## config.mk

```make
export PLATFORM = sky130hd
export DESIGN_NAME = aar_ability_regs
export DESIGN_NICKNAME = d
export VERILOG_FILES = /design/src/aar_pkg.sv /design/src/aar_sync2.sv /design/src/aar_match.sv /design/src/aar_ability_regs.sv
export SDC_FILE = /design/constraint.sdc
export NUM_CORES = 1
export LEC_CHECK = 0
export ABC_AREA = 1
export BUFFER_PORTS_ARGS = -buffer_cell sky130_fd_sc_hd__buf_2
export CAP_MARGIN = 20
export CELL_PAD_IN_SITES_DETAIL_PLACEMENT = 0
export CELL_PAD_IN_SITES_GLOBAL_PLACEMENT = 1
export CORE_ASPECT_RATIO = 0.5
export CORE_UTILIZATION = 48
export CTS_CLUSTER_DIAMETER = 30
export DETAILED_ROUTE_END_ITERATION = 16
export PLACE_DENSITY = 0.82
export SLEW_MARGIN = 20
export SYNTH_ARGS = -nofsm -noshare
export SYNTH_HDL_FRONTEND = slang
export SYNTH_SLANG_ARGS = --single-unit
```

## constraint.sdc

```tcl
create_clock -name clk -period 11.3 [get_ports clk]
set_clock_uncertainty 0.15 [all_clocks]
set_input_delay 1.13 -clock clk [delete_from_list [all_inputs] [get_ports clk]]
set_output_delay 1.13 -clock clk [all_outputs]
set_load 0.02 [all_outputs]
```

## src/aar_pkg.sv

```systemverilog
package aar_pkg;

    // Management frame fields
    localparam logic [1:0]  AAR_OP_READ       = 2'h2;
    localparam logic [1:0]  AAR_OP_WRITE      = 2'h1;
    localparam logic [4:0]  AAR_OP_LAST       = 5'h02;
    localparam logic [4:0]  AAR_ADDR_LAST     = 5'h09;
    localparam logic [4:0]  AAR_TURN_LAST     = 5'h01;
    localparam logic [4:0]  AAR_DATA_LAST     = 5'h0F;
    localparam int          AAR_PREAMBLE_LEN  = 32;

    // Register addresses
    localparam logic [4:0]  AAR_ADDR_ADV      = 5'h04;
    localparam logic [4:0]  AAR_ADDR_PARTNER  = 5'h05;

    // Shared field layout of both ability words
    localparam int          AAR_SEL_LSB       = 0;
    localparam int          AAR_SEL_W         = 5;
    localparam int          AAR_TECH_LSB      = 5;
    localparam int          AAR_TECH_W        = 5;
    localparam int          AAR_STRAP_W       = 4;
    localparam int          AAR_BIT_PAUSE     = 10;
    localparam int          AAR_BIT_ASYM      = 11;
    localparam int          AAR_BIT_RSVD      = 12;
    localparam int          AAR_BIT_RFAULT    = 13;
    localparam int          AAR_BIT_ACK       = 14;
    localparam int          AAR_BIT_NPAGE     = 15;

    // Values
    localparam logic [4:0]  AAR_SEL_8023      = 5'h01;
    localparam logic [15:0] AAR_ADV_WR_MASK   = 16'hAFFF;
    localparam logic [15:0] AAR_PARTNER_MASK  = 16'hEFFF;
    localparam logic [15:0] AAR_PARTNER_RESET = 16'h0000;
    localparam int          AAR_MATCH_COUNT   = 3;
    localparam logic [1:0]  AAR_STRAP_DELAY   = 2'h3;

    typedef enum logic [2:0] {
        AAR_S_IDLE = 3'h0,
        AAR_S_OP   = 3'h1,
        AAR_S_ADDR = 3'h3,
        AAR_S_TURN = 3'h2,
        AAR_S_DATA = 3'h6
    } aar_state_t;

endpackage

```

## src/aar_sync2.sv

```systemverilog
module aar_sync2 #(
    parameter int WIDTH = 1
) (
    input  wire logic             clk,
    input  wire logic             reset,
    input  wire logic [WIDTH-1:0] asyncIn,
    output logic      [WIDTH-1:0] syncOut
);

    logic [WIDTH-1:0] stage1_reg;

    always_ff @(posedge clk or posedge reset) begin
        if (reset) begin
            stage1_reg <= '0;
            syncOut    <= '0;
        end else begin
            stage1_reg <= asyncIn;
            syncOut    <= stage1_reg;
        end
    end

endmodule // aar_sync2

```

## src/aar_match.sv

```systemverilog
module aar_match #(
    parameter int W = 16,
    parameter int N = 3
) (
    input  wire logic         clk,
    input  wire logic         reset,
    input  wire logic         clear,
    input  wire logic         wordValid,
    input  wire logic [W-1:0] word,
    output logic              loadPulse,
    output logic      [W-1:0] loadWord
);

    localparam int CW = $clog2(N + 1);
    localparam logic [CW-1:0] ONE  = CW'(1);
    localparam logic [CW-1:0] LAST = CW'(N - 1);

    logic [CW-1:0] count_reg;
    logic [W-1:0]  last_reg;
    logic          same;

    assign same = (count_reg != '0) && (word == last_reg);

    always_ff @(posedge clk or posedge reset) begin
        if (reset) begin
            count_reg <= '0;
            last_reg  <= '0;
            loadPulse <= 1'b0;
            loadWord  <= '0;
        end else begin
            loadPulse <= 1'b0;
            if (clear) begin
                count_reg <= '0;
            end else if (wordValid) begin
                last_reg <= word;
                if (!same) begin
                    count_reg <= ONE;
                end else if (count_reg == LAST) begin
                    // Fires once per run of identical words; longer runs do not reload
                    count_reg <= count_reg + ONE;
                    loadPulse <= 1'b1;
                    loadWord  <= word;
                end else if (count_reg < LAST) begin
                    count_reg <= count_reg + ONE;
                end
            end
        end
    end

endmodule // aar_match

```

## src/aar_ability_regs.sv

```systemverilog
module aar_ability_regs
    import aar_pkg::*;
#(
    parameter logic [4:0] PHY_ADDR      = 5'h00,
    parameter bit         HAS_PAUSE_PIN = 1'b1,
    parameter int         PREAMBLE_LEN  = AAR_PREAMBLE_LEN
) (
    input  wire logic        clk,
    input  wire logic        reset,
    input  wire logic        mdc,
    input  wire logic        mdioIn,
    output logic             mdioOut,
    output logic             mdioOe,
    input  wire logic        pausePin,
    input  wire logic [3:0]  cfgPins,
    input  wire logic        codeTxStart,
    input  wire logic        rxWordValid,
    input  wire logic [15:0] rxWord,
    input  wire logic        fullDuplexResolved,
    output logic [15:0]      advertisedWord,
    output logic [15:0]      partnerWord,
    output logic             remoteFaultStatus,
    output logic             pauseEnable
);

    localparam logic [5:0] ONES_MAX = 6'(PREAMBLE_LEN);

    logic             mdcS;
    logic             mdioS;
    logic             pauseS;
    logic [3:0]       cfgS;
    logic             mdcPrev_reg;
    logic             mdcRise;

    aar_state_t       state_reg;
    logic [4:0]       bitCnt_reg;
    logic [5:0]       onesCnt_reg;
    logic [15:0]      shift_reg;
    logic             isRead_reg;
    logic             phyMatch_reg;
    logic [4:0]       regAddr_reg;
    logic [15:0]      outShift_reg;
    logic [1:0]       strapCnt_reg;

    logic             wrStrobe;
    logic [15:0]      wrData;
    logic             owned;
    logic [15:0]      readWord;
    logic             loadPulse;
    logic [15:0]      loadWord;
    logic [15:0]      strapDefault;

    // Pins come from outside the clock domain
    aar_sync2 #(.WIDTH(7)) u_sync (
        .clk     (clk),
        .reset   (reset),
        .asyncIn ({mdc, mdioIn, pausePin, cfgPins}),
        .syncOut ({mdcS, mdioS, pauseS, cfgS})
    );

    aar_match #(.W(16), .N(AAR_MATCH_COUNT)) u_match (
        .clk       (clk),
        .reset     (reset),
        .clear     (codeTxStart),
        .wordValid (rxWordValid),
        .word      (rxWord),
        .loadPulse (loadPulse),
        .loadWord  (loadWord)
    );

    always_ff @(posedge clk or posedge reset) begin
        if (reset) begin
            mdcPrev_reg <= 1'b0;
        end else begin
            mdcPrev_reg <= mdcS;
        end
    end

    assign mdcRise = mdcS & ~mdcPrev_reg;

    // Management frame decoder, one step per rising management clock
    always_ff @(posedge clk or posedge reset) begin
        if (reset) begin
            state_reg    <= AAR_S_IDLE;
            bitCnt_reg   <= '0;
            onesCnt_reg  <= '0;
            shift_reg    <= '0;
            isRead_reg   <= 1'b0;
            phyMatch_reg <= 1'b0;
            regAddr_reg  <= '0;
        end else if (mdcRise) begin
            shift_reg  <= {shift_reg[14:0], mdioS};
            bitCnt_reg <= bitCnt_reg + 5'h01;
            case (state_reg)
                AAR_S_IDLE: begin
                    bitCnt_reg <= '0;
                    if (mdioS) begin
                        if (onesCnt_reg < ONES_MAX) begin
                            onesCnt_reg <= onesCnt_reg + 6'h01;
                        end
                    end else begin
                        // A zero after a full preamble is the first start bit
                        if (onesCnt_reg >= ONES_MAX) begin
                            state_reg <= AAR_S_OP;
                        end
                        onesCnt_reg <= '0;
                    end
                end
                AAR_S_OP: begin
                    if (bitCnt_reg == AAR_OP_LAST) begin
                        bitCnt_reg <= '0;
                        isRead_reg <= ({shift_reg[0], mdioS} == AAR_OP_READ);
                        if (shift_reg[1] && ({shift_reg[0], mdioS} == AAR_OP_READ
                                             || {shift_reg[0], mdioS} == AAR_OP_WRITE)) begin
                            state_reg <= AAR_S_ADDR;
                        end else begin
                            state_reg <= AAR_S_IDLE;
                        end
                    end
                end
                AAR_S_ADDR: begin
                    if (bitCnt_reg == AAR_ADDR_LAST) begin
                        bitCnt_reg   <= '0;
                        phyMatch_reg <= (shift_reg[8:4] == PHY_ADDR);
                        regAddr_reg  <= {shift_reg[3:0], mdioS};
                        state_reg    <= AAR_S_TURN;
                    end
                end
                AAR_S_TURN: begin
                    if (bitCnt_reg == AAR_TURN_LAST) begin
                        bitCnt_reg <= '0;
                        state_reg  <= AAR_S_DATA;
                    end
                end
                AAR_S_DATA: begin
                    if (bitCnt_reg == AAR_DATA_LAST) begin
                        bitCnt_reg <= '0;
                        state_reg  <= AAR_S_IDLE;
                    end
                end
                default: begin
                    state_reg <= AAR_S_IDLE;
                end
            endcase
        end
    end

    assign wrData   = {shift_reg[14:0], mdioS};
    assign wrStrobe = mdcRise && (state_reg == AAR_S_DATA) && (bitCnt_reg == AAR_DATA_LAST)
                      && !isRead_reg && phyMatch_reg;
    assign owned    = (regAddr_reg == AAR_ADDR_ADV) || (regAddr_reg == AAR_ADDR_PARTNER);

    always_comb begin
        readWord = '0;
        if (regAddr_reg == AAR_ADDR_ADV) begin
            readWord = advertisedWord;
        end else if (regAddr_reg == AAR_ADDR_PARTNER) begin
            readWord = partnerWord & AAR_PARTNER_MASK;
        end
    end

    // Read data turnaround and shift out; other addresses are left to other blocks
    always_ff @(posedge clk or posedge reset) begin
        if (reset) begin
            mdioOut      <= 1'b0;
            mdioOe       <= 1'b0;
            outShift_reg <= '0;
        end else if (mdcRise) begin
            if (state_reg == AAR_S_TURN && bitCnt_reg == '0) begin
                mdioOut <= 1'b0;
                mdioOe  <= isRead_reg && phyMatch_reg && owned;
            end else if (state_reg == AAR_S_TURN) begin
                mdioOut      <= readWord[15];
                outShift_reg <= {readWord[14:0], 1'b0};
            end else if (state_reg == AAR_S_DATA && bitCnt_reg != AAR_DATA_LAST) begin
                mdioOut      <= outShift_reg[15];
                outShift_reg <= {outShift_reg[14:0], 1'b0};
            end else begin
                mdioOut <= 1'b0;
                mdioOe  <= 1'b0;
            end
        end
    end

    // Straps are caught once the synchronisers hold settled pin levels
    always_ff @(posedge clk or posedge reset) begin
        if (reset) begin
            strapCnt_reg <= '0;
        end else if (strapCnt_reg != AAR_STRAP_DELAY) begin
            strapCnt_reg <= strapCnt_reg + 2'h1;
        end
    end

    always_comb begin
        strapDefault = '0;
        strapDefault[AAR_SEL_LSB +: AAR_SEL_W] = AAR_SEL_8023;
        strapDefault[AAR_TECH_LSB +: AAR_STRAP_W] = cfgS;
        strapDefault[AAR_BIT_PAUSE] = HAS_PAUSE_PIN ? pauseS : 1'b0;
    end

    // Local advertisement; only management writes and straps change it
    always_ff @(posedge clk or posedge reset) begin
        if (reset) begin
            advertisedWord <= '0;
            advertisedWord[AAR_SEL_LSB +: AAR_SEL_W] <= AAR_SEL_8023;
        end else if (strapCnt_reg == AAR_STRAP_DELAY - 2'h1) begin
            advertisedWord <= strapDefault;
        end else if (wrStrobe && regAddr_reg == AAR_ADDR_ADV) begin
            // Selector is stored as written; keeping codes legal is software's job
            advertisedWord <= wrData & AAR_ADV_WR_MASK;
        end
    end

    // Partner ability; management writes never reach it
    always_ff @(posedge clk or posedge reset) begin
        if (reset) begin
            partnerWord <= AAR_PARTNER_RESET;
        end else if (codeTxStart) begin
            partnerWord <= AAR_PARTNER_RESET;
        end else if (loadPulse) begin
            // Bits 15..0 carry next page, ack, fault, pauses, technologies, selector
            partnerWord <= loadWord & AAR_PARTNER_MASK;
        end
    end

    assign remoteFaultStatus = advertisedWord[AAR_BIT_RFAULT];

    // Half duplex never pauses, whatever both ends advertise
    always_ff @(posedge clk or posedge reset) begin
        if (reset) begin
            pauseEnable <= 1'b0;
        end else begin
            pauseEnable <= fullDuplexResolved && advertisedWord[AAR_BIT_PAUSE]
                           && partnerWord[AAR_BIT_PAUSE];
        end
    end

endmodule // aar_ability_regs

```

==> run metrics <==
status finished clean; width of the die 161.7 um; Worst EP arrival 2.95 ns; initial core utilization 0.5051; Setup Buffers After CTS 0; TritonCTS clock tree built; static leakage between 3 and 4 nW; hold_buf cts 0; Max-Cap Viols 0; # rows 28; number of CTS-inserted buffers 17; H-Tree Depth 4; grt total ovfl 0; DR WL met3 ~480 um; setup tns final 0 ns; met2 routed WL 6195 um; Reg clk slew, reported paths approximately 0.060 ns; CTS resizes 0; dpl hpwl 9434 um; min Tclk post-route 2.809 ns; Synth Instances about 700; fraction of registers with async set/reset 1.000; antenna-violating nets left 0; PwrDens around 170 mW/mm2; fraction of layout cells with a size suffix above 1 0.1492; largest net degree at the start of global routing 75; Initial DRC Count 268; placer congestion estimate 0.8065; max FFs per register 16; FF+latch count, synth ~130; RSZ-0062 raised after global routing false; Clock Path Buffers 2; DR top layer met4; most frequent cells in the layout 166 x nand2_1, 133 x dfrtp_1, 110 x inv_1, 74 x o21ai_0, 60 x buf_2; die area 0.01324 mm2; antenna diode count 0; P&R area growth vs syn 17.56%; yosys warns 0; Pre-Repair DR Iteration Count 4; Layout Nets slightly above 800; final hold slack 0.1992 ns; Final Hold Viols 0; # setup viols final 0; most common cell after layout, fill and taps aside nand2_1; wire length per cell ~14 um; Least-Margin Pin Slew about 0.8 ns; clk root buf clkbuf_16; DRC 0; CTS Sinks 134; crit path max fanout 20; Clk Latency, worst-skew pair about 0.42 ns; Max Slew Vio Count 0; IO Count 64; worst reg2reg setup slack 8.49 ns; syn_area_per_cell 8.598 um2; vias in the first global route between 4k and 5k; register area share after synthesis 0.5479; crit path kind flip-flop to flip-flop; CORE AREA 0.01212 mm2; number of antenna violations at the first check in global routing 0; PortBufs 60; crit path launch type flip-flop; Yosys cell types just over 40; Routed WL 13710 um; Req. time, crit path 11.44 ns; Die H 81.86 um; routed vias/inst between 5 and 6; wire length on met1 6872 um; via count approximately 4.8k; Post-synth EDFFs 0; Placed Cells 917; Slew HR 0.4529; Critical Path End Type flip-flop; Primary FF master, synth dfrtp_1; period utilization 0.2486; Post-Syn Area 0.006122 mm2; Tot GR Track Use 0.2302; Worst Hold Class flip-flop to flip-flop; fmax 356.0 MHz; Final Non-Filler Cells 949; Worst VDD drop 0.00008000 V; first-pass GRT wire length ~23000 um
[where the power goes]
group | switching [mW] | leakage (nW) | internal [mW]
Combinational | 0.0522 | 1.47 | 0.0250
Sequential | 0.0165 | 1.77 | 0.506
Clock | 0.209 | 0.326 | 0.432
Total | 0.278 | 3.56 | 0.963
[path summary, 6_finish.rpt]
check / startpoint / end / cells after the start
worst max-delay path: bitCnt_reg[1]$_DFFE_PP0N_ / outShift_reg[3]$_DFFE_PP0P_ / 10
worst min-delay path: u_sync.stage1_reg[6]$_DFF_PP0_ / u_sync.syncOut[6]$_DFF_PP0_ / 0
worst max register to register: bitCnt_reg[1]$_DFFE_PP0N_ / outShift_reg[3]$_DFFE_PP0P_ / 10
worst min register to register: u_sync.stage1_reg[6]$_DFF_PP0_ / u_sync.syncOut[6]$_DFF_PP0_ / 0
max in group asynchronous: reset / state_reg[0]$_DFFE_PP0P_ / 3
min in group asynchronous: reset / u_match.last_reg[4]$_DFFE_PP0P_ / 2
[per-layer routing]
| metal | track usage | up-vias |
|---|---|---|
| met3 | 0.04646 | 17 |
| met2 | 0.3608 | 82 |
| met4 | 0.07453 | 0 |
| met1 | 0.3240 | 2255 |
| li1 | - | 2399 |
| met5 | 0 | - |
[cells by family (layout without fill, tap and decap cells)]
| family | Yosys count | in the layout | synth area share |
|---|---|---|---|
| other | 1 | 3 | 0.0006125 |
| AOI/OAI and AO/OA | 127 | 127 | 0.1159 |
| adders and majority gates | 13 | 13 | 0.02657 |
| buffers and inverters | 139 | 209 | 0.09565 |
| DFF | 134 | 134 | 0.5479 |
| xor gates and xnor gates | 3 | 3 | 0.004293 |
| and+or+nand+nor | 295 | 295 | 0.2091 |
[cell usage after synthesis (5+ instances only)]
| cell type | number | area share |
|---|---|---|
| nor2_1 | 41 | 0.025 |
| clkbuf_1 | 10 | 0.0061 |
| a21oi_1 | 11 | 0.0090 |
| nand4_1 | 7 | 0.0072 |
| nand3_1 | 54 | 0.044 |
| o22ai_1 | 23 | 0.024 |
| nor2_2 | 6 | 0.0061 |
| dfrtp_1 | 133 | 0.54 |
| nand2_1 | 166 | 0.10 |
| buf_4 | 5 | 0.0061 |
| ha_1 | 13 | 0.027 |
| inv_1 | 111 | 0.068 |
| nor3_1 | 7 | 0.0057 |
| o211ai_1 | 7 | 0.0086 |
| buf_2 | 5 | 0.0041 |
| o21ai_0 | 74 | 0.060 |
[per-stage QoR]
step	util	power (mW)	instance area [um2]	setup WS [ns]
after floorplan	-	0.5818	6130	6.439
after global placement	0.5367	0.6056	6506	8.207
after detailed placement	0.5367	0.6082	6506	8.187
after CTS	0.5937	1.251	7197	8.514
after global routing	0.5937	1.287	7197	8.252
final	0.5937	1.241	7197	8.491
[critical path: stages (launching register included)]
cell	delay [ns]
dfrtp_1	0.42
ha_1	0.23
nand3_1	0.13
inv_1	0.06
ha_1	0.18
inv_1	0.11
nand2_2	0.12
a21oi_2	0.65
inv_1	0.40
nand2_1	0.14
o21ai_0	0.09
[area by class of cell]
type                    count  area [um2]
repair buffers             63       322.8
well taps                 165       206.4
inverters                 114       432.9
clock buffers              21       470.5
fillers                  1078        4925
clock inverters            11       220.2
flip-flops and latches    134        3354
multi-input cells         441        2190
Power figures use the tool's default switching activity.
